**config.mk**
```make
export PLATFORM = sky130hd
export DESIGN_NAME = cms_scheduler
export DESIGN_NICKNAME = d
export VERILOG_FILES = /design/src/logic/cms_pkg.sv /design/src/logic/cms_group_seq.sv /design/src/logic/cms_scheduler.sv
export SDC_FILE = /design/constraint.sdc
export NUM_CORES = 2
export LEC_CHECK = 0
export BUFFER_PORTS_ARGS = -buffer_cell sky130_fd_sc_hd__buf_4
export CAP_MARGIN = 20
export CORE_MARGIN = 3
export CORE_UTILIZATION = 49
export DETAILED_ROUTE_END_ITERATION = 8
export GPL_TIMING_DRIVEN = 0
export MAX_ROUTING_LAYER = met4
export PLACE_DENSITY = 0.74
export SLEW_MARGIN = 20
export SYNTH_ARGS = -nofsm -noshare
export SYNTH_HDL_FRONTEND = slang
export SYNTH_SLANG_ARGS = --single-unit
```
**constraint.sdc**
```tcl
create_clock -name sys_clk -period 7.3 [get_ports sys_clk]
set_input_delay 0 -clock sys_clk [delete_from_list [all_inputs] [get_ports sys_clk]]
set_output_delay 0 -clock sys_clk [all_outputs]
set_load 0.01 [all_outputs]
```
**src/logic/cms_pkg.sv**
```systemverilog
// shared constants for the cell measurement scheduler
package cms_pkg;
    localparam int unsigned CLK_HZ = 25_000_000;
    localparam int unsigned WIN_SLOW_US = 50_000;
    localparam int unsigned WIN_FAST_US = 12_500;
    localparam int unsigned FRAME_US = 250_000;
    localparam int unsigned TEMP_US = 2_000_000;
    localparam int unsigned CC_US = 250_000;
    localparam int unsigned WIN_SLOW_CYC = WIN_SLOW_US * (CLK_HZ / 1_000_000);
    localparam int unsigned WIN_FAST_CYC = WIN_FAST_US * (CLK_HZ / 1_000_000);
    localparam int unsigned FRAME_CYC = FRAME_US * (CLK_HZ / 1_000_000);
    localparam int unsigned TEMP_CYC = TEMP_US * (CLK_HZ / 1_000_000);
    localparam int unsigned CC_CYC = CC_US * (CLK_HZ / 1_000_000);
    localparam int unsigned CELLS_PER_GROUP = 5;
    localparam int unsigned CODE_W = 14;
    localparam int unsigned SUM_W = 16;
    localparam int unsigned CC_W = 16;
    localparam logic [13:0] CODE_RESET = 14'h0000;
    localparam logic [15:0] CC_RESET = 16'h0000;
    typedef enum logic [1:0]
    {
        CMS_CC_IDLE = 2'b00,
        CMS_CC_CONT = 2'b01,
        CMS_CC_SHOT = 2'b10
    } cms_cc_state_t;
endpackage : cms_pkg

```
**src/logic/cms_group_seq.sv**
```systemverilog
// per five-cell group window sequencer
`timescale 1ns/1ps
module cms_group_seq
    import cms_pkg::*;
#(
    parameter int unsigned SLOW_CYC = WIN_SLOW_CYC,
    parameter int unsigned FAST_CYC = WIN_FAST_CYC
)
(
    // clock and reset
    input wire logic sys_clk,
    input wire logic reset_n,
    // control
    input wire logic run,
    input wire logic frame_start,
    input wire logic [4:0] balance_bits,
    // progress
    output logic [2:0] cell_idx,
    output logic sample_stb,
    output logic busy
);
    logic [31:0] cnt_q;
    logic [2:0] idx_q;
    logic busy_q;
    wire fast_w = |balance_bits;
    wire [31:0] win_w = fast_w ? 32'(FAST_CYC) : 32'(SLOW_CYC);
    wire win_end_w = busy_q && (cnt_q >= win_w - 32'd1);
    wire last_w = idx_q == 3'(CELLS_PER_GROUP - 1);

    assign cell_idx = idx_q;
    assign sample_stb = win_end_w;
    assign busy = busy_q;

    always_ff @(posedge sys_clk)
    begin
        if (!reset_n || !run)
        begin
            cnt_q <= 32'h0000_0000;
            idx_q <= 3'h0;
            busy_q <= 1'b0;
        end
        else if (frame_start)
        begin
            cnt_q <= 32'h0000_0000;
            idx_q <= 3'h0;
            busy_q <= 1'b1;
        end
        else if (win_end_w)
        begin
            cnt_q <= 32'h0000_0000;
            idx_q <= last_w ? 3'h0 : idx_q + 3'h1;
            busy_q <= !last_w;
        end
        else if (busy_q)
        begin
            cnt_q <= cnt_q + 32'd1;
        end
    end

    // window length follows the balance bits of this group only
    fast_window_a: assert property (@(posedge sys_clk) disable iff (!reset_n)
        (busy_q && fast_w && cnt_q == 32'(FAST_CYC) - 32'd1) |-> sample_stb)
        else $error("fast window did not end on time");
endmodule : cms_group_seq

```
**src/logic/cms_scheduler.sv**
```systemverilog
// measurement scheduler: cell groups, temperature, stack sum, charge counter
`timescale 1ns/1ps
module cms_scheduler
    import cms_pkg::*;
#(
    parameter int unsigned GROUPS = 3,
    parameter int unsigned SLOW_CYC = WIN_SLOW_CYC,
    parameter int unsigned FAST_CYC = WIN_FAST_CYC,
    parameter int unsigned FRAME_LEN = FRAME_CYC,
    parameter int unsigned TEMP_LEN = TEMP_CYC,
    parameter int unsigned CC_LEN = CC_CYC
)
(
    // clock and reset
    input wire logic sys_clk,
    input wire logic reset_n,
    // mode and control
    input wire logic active_mode,
    input wire logic converter_on_set,
    input wire logic converter_on_clr,
    input wire logic [14:0] balance_bits,
    input wire logic temp_source_sel,
    input wire logic charge_count_continuous,
    input wire logic charge_single_shot,
    input wire logic charge_ready_clr,
    // analog front samples
    input wire logic [13:0] cell_code_in [15],
    input wire logic [13:0] therm_code_in [3],
    input wire logic [13:0] die_code_in [3],
    input wire logic signed [15:0] charge_increment,
    // status and results
    output logic converter_on,
    output logic protect_enable,
    output logic [13:0] cell_result [15],
    output logic [13:0] temp_result_ch [3],
    output logic [15:0] stack_sum_result,
    output logic signed [15:0] charge_counter,
    output logic charge_sample_ready,
    output logic host_alert
);
    localparam int unsigned NCELL = GROUPS * CELLS_PER_GROUP;
    logic adc_on_q;
    logic active_q;
    logic [31:0] frame_cnt_q;
    logic [31:0] temp_cnt_q;
    logic [31:0] cc_cnt_q;
    logic signed [15:0] cc_acc_q;
    logic signed [15:0] cc_res_q;
    logic ready_q;
    cms_cc_state_t cc_state_q;
    cms_cc_state_t cc_state_d;
    logic [13:0] cell_q [15];
    logic [13:0] temp_q [3];
    logic [15:0] sum_q;
    logic pass_q;
    logic take_q;
    logic [GROUPS-1:0] busy_w;
    logic [GROUPS-1:0] stb_w;
    logic [2:0] idx_w [GROUPS];

    wire enter_active_w = active_mode && !active_q;
    wire frame_end_w = frame_cnt_q == 32'(FRAME_LEN) - 32'd1;
    wire frame_start_w = adc_on_q && frame_end_w;
    wire temp_due_w = temp_cnt_q == 32'(TEMP_LEN) - 32'd1;
    wire cc_end_w = cc_state_q != CMS_CC_IDLE
        && cc_cnt_q == 32'(CC_LEN) - 32'd1;

    assign converter_on = adc_on_q;
    assign protect_enable = adc_on_q && active_mode;
    assign cell_result = cell_q;
    assign temp_result_ch = temp_q;
    assign stack_sum_result = sum_q;
    assign charge_counter = cc_res_q;
    assign charge_sample_ready = ready_q;
    assign host_alert = ready_q;

    always_ff @(posedge sys_clk)
    begin
        if (!reset_n)
        begin
            adc_on_q <= 1'b0;
            active_q <= 1'b0;
        end
        else
        begin
            active_q <= active_mode;
            if (enter_active_w || converter_on_set)
                adc_on_q <= 1'b1;
            else if (converter_on_clr)
                adc_on_q <= 1'b0;
        end
    end

    // one frame timer shared by all groups keeps them in step
    always_ff @(posedge sys_clk)
    begin
        if (!reset_n || !adc_on_q)
            frame_cnt_q <= 32'h0000_0000;
        else
            frame_cnt_q <= frame_end_w ? 32'h0000_0000 : frame_cnt_q + 32'd1;
    end

    genvar g;
    generate
        for (g = 0; g < GROUPS; g++)
        begin : grp
            cms_group_seq #(
                .SLOW_CYC(SLOW_CYC),
                .FAST_CYC(FAST_CYC)
            ) u_seq (
                .sys_clk(sys_clk),
                .reset_n(reset_n),
                .run(adc_on_q),
                .frame_start(frame_start_w),
                .balance_bits(balance_bits[g*5 +: 5]),
                .cell_idx(idx_w[g]),
                .sample_stb(stb_w[g]),
                .busy(busy_w[g])
            );
        end
    endgenerate

    always_ff @(posedge sys_clk)
    begin
        if (!reset_n)
        begin
            for (int i = 0; i < 15; i++)
                cell_q[i] <= CODE_RESET;
        end
        else
        begin
            for (int k = 0; k < GROUPS; k++)
                if (stb_w[k])
                    cell_q[k*5 + int'(idx_w[k])] <=
                        cell_code_in[k*5 + int'(idx_w[k])];
        end
    end

    // total lags to the next frame: with 50 ms windows a pass ends on its edge
    logic [15:0] sum_w;
    always_comb
    begin
        sum_w = 16'h0000;
        for (int i = 0; i < NCELL; i++)
            sum_w = sum_w + 16'(cell_q[i]);
    end

    always_ff @(posedge sys_clk)
    begin
        if (!reset_n)
            sum_q <= 16'h0000;
        else if (take_q)
            sum_q <= sum_w;
        pass_q <= reset_n && adc_on_q && (pass_q || frame_start_w);
        take_q <= reset_n && adc_on_q && pass_q && frame_start_w;
    end

    // temperature refresh; switching source waits for the next slot
    always_ff @(posedge sys_clk)
    begin
        if (!reset_n || !adc_on_q)
            temp_cnt_q <= 32'h0000_0000;
        else
            temp_cnt_q <= temp_due_w ? 32'h0000_0000 : temp_cnt_q + 32'd1;
    end

    always_ff @(posedge sys_clk)
    begin
        if (!reset_n)
        begin
            for (int i = 0; i < 3; i++)
                temp_q[i] <= CODE_RESET;
        end
        else if (temp_due_w)
        begin
            for (int i = 0; i < 3; i++)
                if (i < GROUPS)
                    temp_q[i] <= temp_source_sel ? therm_code_in[i]
                        : die_code_in[i];
        end
    end

    // charge counter mode machine
    always_comb
    begin
        cc_state_d = cc_state_q;
        unique case (cc_state_q)
            CMS_CC_IDLE:
            begin
                if (charge_count_continuous)
                    cc_state_d = CMS_CC_CONT;
                else if (charge_single_shot)
                    cc_state_d = CMS_CC_SHOT;
            end
            CMS_CC_CONT:
            begin
                if (!charge_count_continuous && cc_end_w)
                    cc_state_d = CMS_CC_IDLE;
            end
            CMS_CC_SHOT:
            begin
                if (cc_end_w)
                    cc_state_d = charge_count_continuous ? CMS_CC_CONT
                        : CMS_CC_IDLE;
            end
            default: cc_state_d = CMS_CC_IDLE;
        endcase
    end

    always_ff @(posedge sys_clk)
    begin
        if (!reset_n)
        begin
            cc_state_q <= CMS_CC_IDLE;
            cc_cnt_q <= 32'h0000_0000;
            cc_acc_q <= CC_RESET;
            cc_res_q <= CC_RESET;
        end
        else
        begin
            cc_state_q <= cc_state_d;
            if (cc_state_q == CMS_CC_IDLE || cc_end_w)
            begin
                cc_cnt_q <= 32'h0000_0000;
                cc_acc_q <= CC_RESET;
            end
            else
            begin
                cc_cnt_q <= cc_cnt_q + 32'd1;
                cc_acc_q <= cc_acc_q + charge_increment;
            end
            if (cc_end_w)
                cc_res_q <= cc_acc_q + charge_increment;
        end
    end

    // set wins over a clear in the same cycle
    always_ff @(posedge sys_clk)
    begin
        if (!reset_n)
            ready_q <= 1'b0;
        else if (cc_end_w)
            ready_q <= 1'b1;
        else if (charge_ready_clr)
            ready_q <= 1'b0;
    end

    converter_on_entry_a: assert property (@(posedge sys_clk)
        disable iff (!reset_n)
        (active_mode && !active_q) |=> adc_on_q)
        else $error("converter not on after active entry");
    protect_gate_a: assert property (@(posedge sys_clk) disable iff (!reset_n)
        !adc_on_q |-> !protect_enable)
        else $error("protection active with converter off");
    frame_period_a: assert property (@(posedge sys_clk) disable iff (!reset_n)
        frame_start_w |-> (busy_w & ~stb_w) == '0)
        else $error("frame start before pass done");
    groups_parallel_a: assert property (@(posedge sys_clk)
        disable iff (!reset_n)
        frame_start_w |=> busy_w == {GROUPS{1'b1}})
        else $error("groups did not start together");
    ready_on_end_a: assert property (@(posedge sys_clk) disable iff (!reset_n)
        cc_end_w |=> charge_sample_ready && host_alert)
        else $error("ready not raised after conversion");
    ready_holds_a: assert property (@(posedge sys_clk) disable iff (!reset_n)
        (ready_q && !charge_ready_clr) |=> ready_q)
        else $error("ready dropped without clear");
    shot_once_a: assert property (@(posedge sys_clk) disable iff (!reset_n)
        (cc_state_q == CMS_CC_SHOT && cc_end_w && !charge_count_continuous)
        |=> cc_state_q == CMS_CC_IDLE)
        else $error("single shot did not stop");
    cont_period_a: assert property (@(posedge sys_clk) disable iff (!reset_n)
        (cc_end_w && charge_count_continuous) |=> cc_state_q == CMS_CC_CONT)
        else $error("continuous count paused");
    sum_update_a: assert property (@(posedge sys_clk) disable iff (!reset_n)
        take_q |=> stack_sum_result == $past(sum_w))
        else $error("stack sum not stored");
endmodule : cms_scheduler

```
==> key figures <==
Timing
  • Max Clk Rate: 167 MHz
  • Final min period: 6000 ps
  • Final Hold Viols: 0
  • Hold slack: 84.3 ps
  • Slew HR: 17.8%
  • Setup violators final: 0
  • Final worst slack: 1300 ps
  • Setup TNS: 0 ps
  • Skew final: 41.1 ps
  • RSZ-0062 raised after global routing: false
  • Max-slew violation count: 0
  • Worst Tran Pin Value: 1230 ps
  • Final period utilization: 82.3%

Routing
  • Routed WL per cell: 25.5 um
  • Via count: 31.0k
  • Number of vias per cell: 6.01
  • First drt pass iteration count: 6
  • DRC: 0
  • Antenna-violating nets left: 0
  • 1st-iter DRT viols: 3,250
  • Post-Route WL: 131 mm

Final layout
  • Post-route cell area: 0.0417 mm^2
  • Net count, final: 4,840
  • Fin util: 63.2%
  • Finished Layout Cells: 5,147
  • Share of cells above drive strength 1: 23.3%
  • Syn-to-layout area delta: 27.3%
  • FILL cells: 5,439

Pwr
  • Max IR drop VDD: 0.179 mV
  • Total chip power: 6.54 mW
  • Leak: 17.8 nW
  • Pwr dens: 157 mW/mm^2

Worst hold path
  • Hold Crit Class: input pin to flip-flop

Clock tree
  • Clk buf depth: 3
  • CTS sink cnt: 511
  • Clock transition at path regs: 60 ps
  • CTS buffer count: 58
  • CTS H-tree depth: 2
  • Clk_lat worst skew: 640 ps
  • CTS resizes: 0
  • Clk root buf: clkbuf_16
  • CTS tree: yes

Synthesis
  • Syn nets: 4,046
  • Top_reg_cell synth: dfxtp_1
  • Post-synth EDFFs: 0
  • Async set-reset flop share out of synthesis: 0%
  • Cell Area, Synth: 0.0328 mm^2
  • Yosys cell types: 72
  • Sequential element share of the synthesized area: 31.2%
  • Seq cells post-synth: 511
  • Mean Syn Cell Area: 9.53 um^2
  • Cell count after synthesis: 3,437
  • Yosys warning count: 0

Setup path
  • Critical path's slowest cell: fa_1
  • Critical Path AT: 6580 ps
  • CP Capture Type: flip-flop
  • CP Launch Type: flip-flop
  • CP Cell Sequence: inv_1 -> fa_1 -> inv_1 -> fa_1 -> fa_1 -> fa_1 -> fa_1 -> inv_1 -> fa_1 -> inv_1 -> ha_1 -> a211o_1 -> a21oi_1 -> o21ai_0 -> a21oi_1 -> o21ai_0 -> nor4_1 -> a311o_1
  • CP Buf/Inv Count: 4
  • CP max FO: 3
  • Kind of cell adding the most delay to the critical path: adder cells
  • CP Data Required Time: 7880 ps
  • Crit-path max cell delay: 600 ps
  • Setup CP Type: flip-flop to flip-flop
  • Crit path top cell by count: fa_1

Placement
  • Post-Place Setup Slack: 1450 ps
  • Placed Cells: 4,922
  • GP Congestion: 1.06
  • Dpl hpwl: 105 mm
  • Post-DP Area: 0.0385 mm^2
  • PortBufs: 620

Global routing
  • Largest net degree at the start of global routing: 16
  • Vias in the first global route: 30.2k
  • GRT Total Usage: 37.4%
  • GRT overflow: 0
  • Initial antenna violation count: 4
  • First-pass GRT wire length: 192 mm

Floorplan
  • Die Y: 265 um
  • Row cnt: 94
  • Die area: 0.0700 mm^2
  • Die width: 265 um
  • Core Area: 0.0660 mm^2
  • Initial Util: 49.7%
  • Io pins: 622

Run status
  • Outcome: complete, no violations

Job
  • Max-cap violations: 0
-- state kept, by name, summed over array words and instances (netlist names) --
register and count:
active_q 1, cc_acc_q 16, cc_cnt_q 32, cc_state_q 2, cell_result 210, charge_counter 16, charge_sample_ready 1, converter_on 1
frame_cnt_q 32, grp.u_seq.busy 3, grp.u_seq.cell_idx 9, grp.u_seq.cnt_q 96, pass_q 1, stack_sum_result 16, take_q 1, temp_cnt_q 32
temp_result_ch 42
-- layout make-up --
type | count | area (um^2) | share of cell area [%]
flip-flops and latches | 511 | 10200 | 24.5
repair buffers | 734 | 5800 | 13.9
well taps | 864 | 1080 | 2.59
inverters | 328 | 1230 | 2.95
clock buffers | 88 | 1720 | 4.11
plain buffers | 187 | 825 | 1.98
multi-input cells | 2411 | 20500 | 49.2
clock inverters | 20 | 309 | 0.741
diodes | 4 | 10.0 | 0.0240
-- synth_stat cells (all sizes together), types with 14 or more instances --
cell     count  area, um^2
o2bb2ai     15         131
dfxtp      511       10200
inv        328        1230
nand2      260         976
nor2b       16         100
xor2       119        1040
fa         178        3560
ha          97        1210
a22oi       35         263
buf         83         434
o2111ai     20         213
a211oi      59         443
o22ai      133         832
a31oi       14        93.8
mux2i      299        2990
mux2        86         968
nor2       382        1430
clkbuf     104         390
nand4       57         357
a221oi      16         140
xnor2       78         683
a21oi       51         259
nor3        38         190
o21ai       54         282
nor4        33         213
mux4       100        2250
nand3       92         465
and3        30         188
-- worst min-delay path, stage by stage --
cell and delay [ps]:
buf_4 110, a21oi_1 70, o21ai_1 140, buf_6 200, mux2i_1 90, nor2_1 70
-- logic make-up (layout without fill, tap and decap cells) --
group / Yosys count / after routing / share of synthesized area [%]
muxes: 485 / 485 / 19.0
buffers and inverters: 515 / 1357 / 6.27
xor gates and xnor gates: 197 / 197 / 5.27
and+or+nand+nor: 992 / 992 / 13.9
AOI/OAI and AO/OA: 462 / 462 / 9.77
adders and majority gates: 275 / 275 / 14.6
other: 0 / 4 / 0
DFF: 511 / 511 / 31.2
-- layout by cell type, fill, tap and decap left out, types with 100 or more instances in the layout --
cell           instances
buf_4                627
clkbuf_1             121
dfxtp_1              511
dlygate4sd3_1        113
fa_1                 178
inv_1                328
mux2i_1              299
mux4_2               100
nand2_1              260
nor2_1               382
o22ai_1              131
xor2_1               119
-- per-layer routing --
| metal | GRT usage, % | share of wire (%) | vias to the layer above |
|---|---|---|---|
| li1 | - | - | 13600 |
| met1 | 46.0 | 38 | 15100 |
| met2 | 57.0 | 45 | 1803 |
| met3 | 11.3 | 12 | 388 |
| met4 | 16.8 | 5.5 | 0 |
| met5 | - | 0 | - |
-- worst paths after layout --
| kind | startpoint | cells past startpoint | slack [ps] | to |
|---|---|---|---|---|
| max | cell_result[3] | 18 | 1300 | stack_sum_result[11] |
| min | cell_code_in[164] | 6 | 80 | cell_result[150] |
| max reg2reg | cell_result[3] | 18 | 1300 | stack_sum_result[11] |
| min reg2reg | temp_cnt_q[0] | 1 | 440 | temp_cnt_q[0] |
-- power breakdown --
part | total, mW | switching [mW] | internal (mW)
Combinational | 0.618 | 0.333 | 0.286
Clock | 3.11 | 1.25 | 1.87
Sequential | 2.80 | 0.00565 | 2.80
-- repair_timing --
action,CTS,global route
endpoints found under the hold margin,75,0
setup buffers,0,0
hold buffers,113,0
Note: power is estimated with default switching activity, not from simulation.
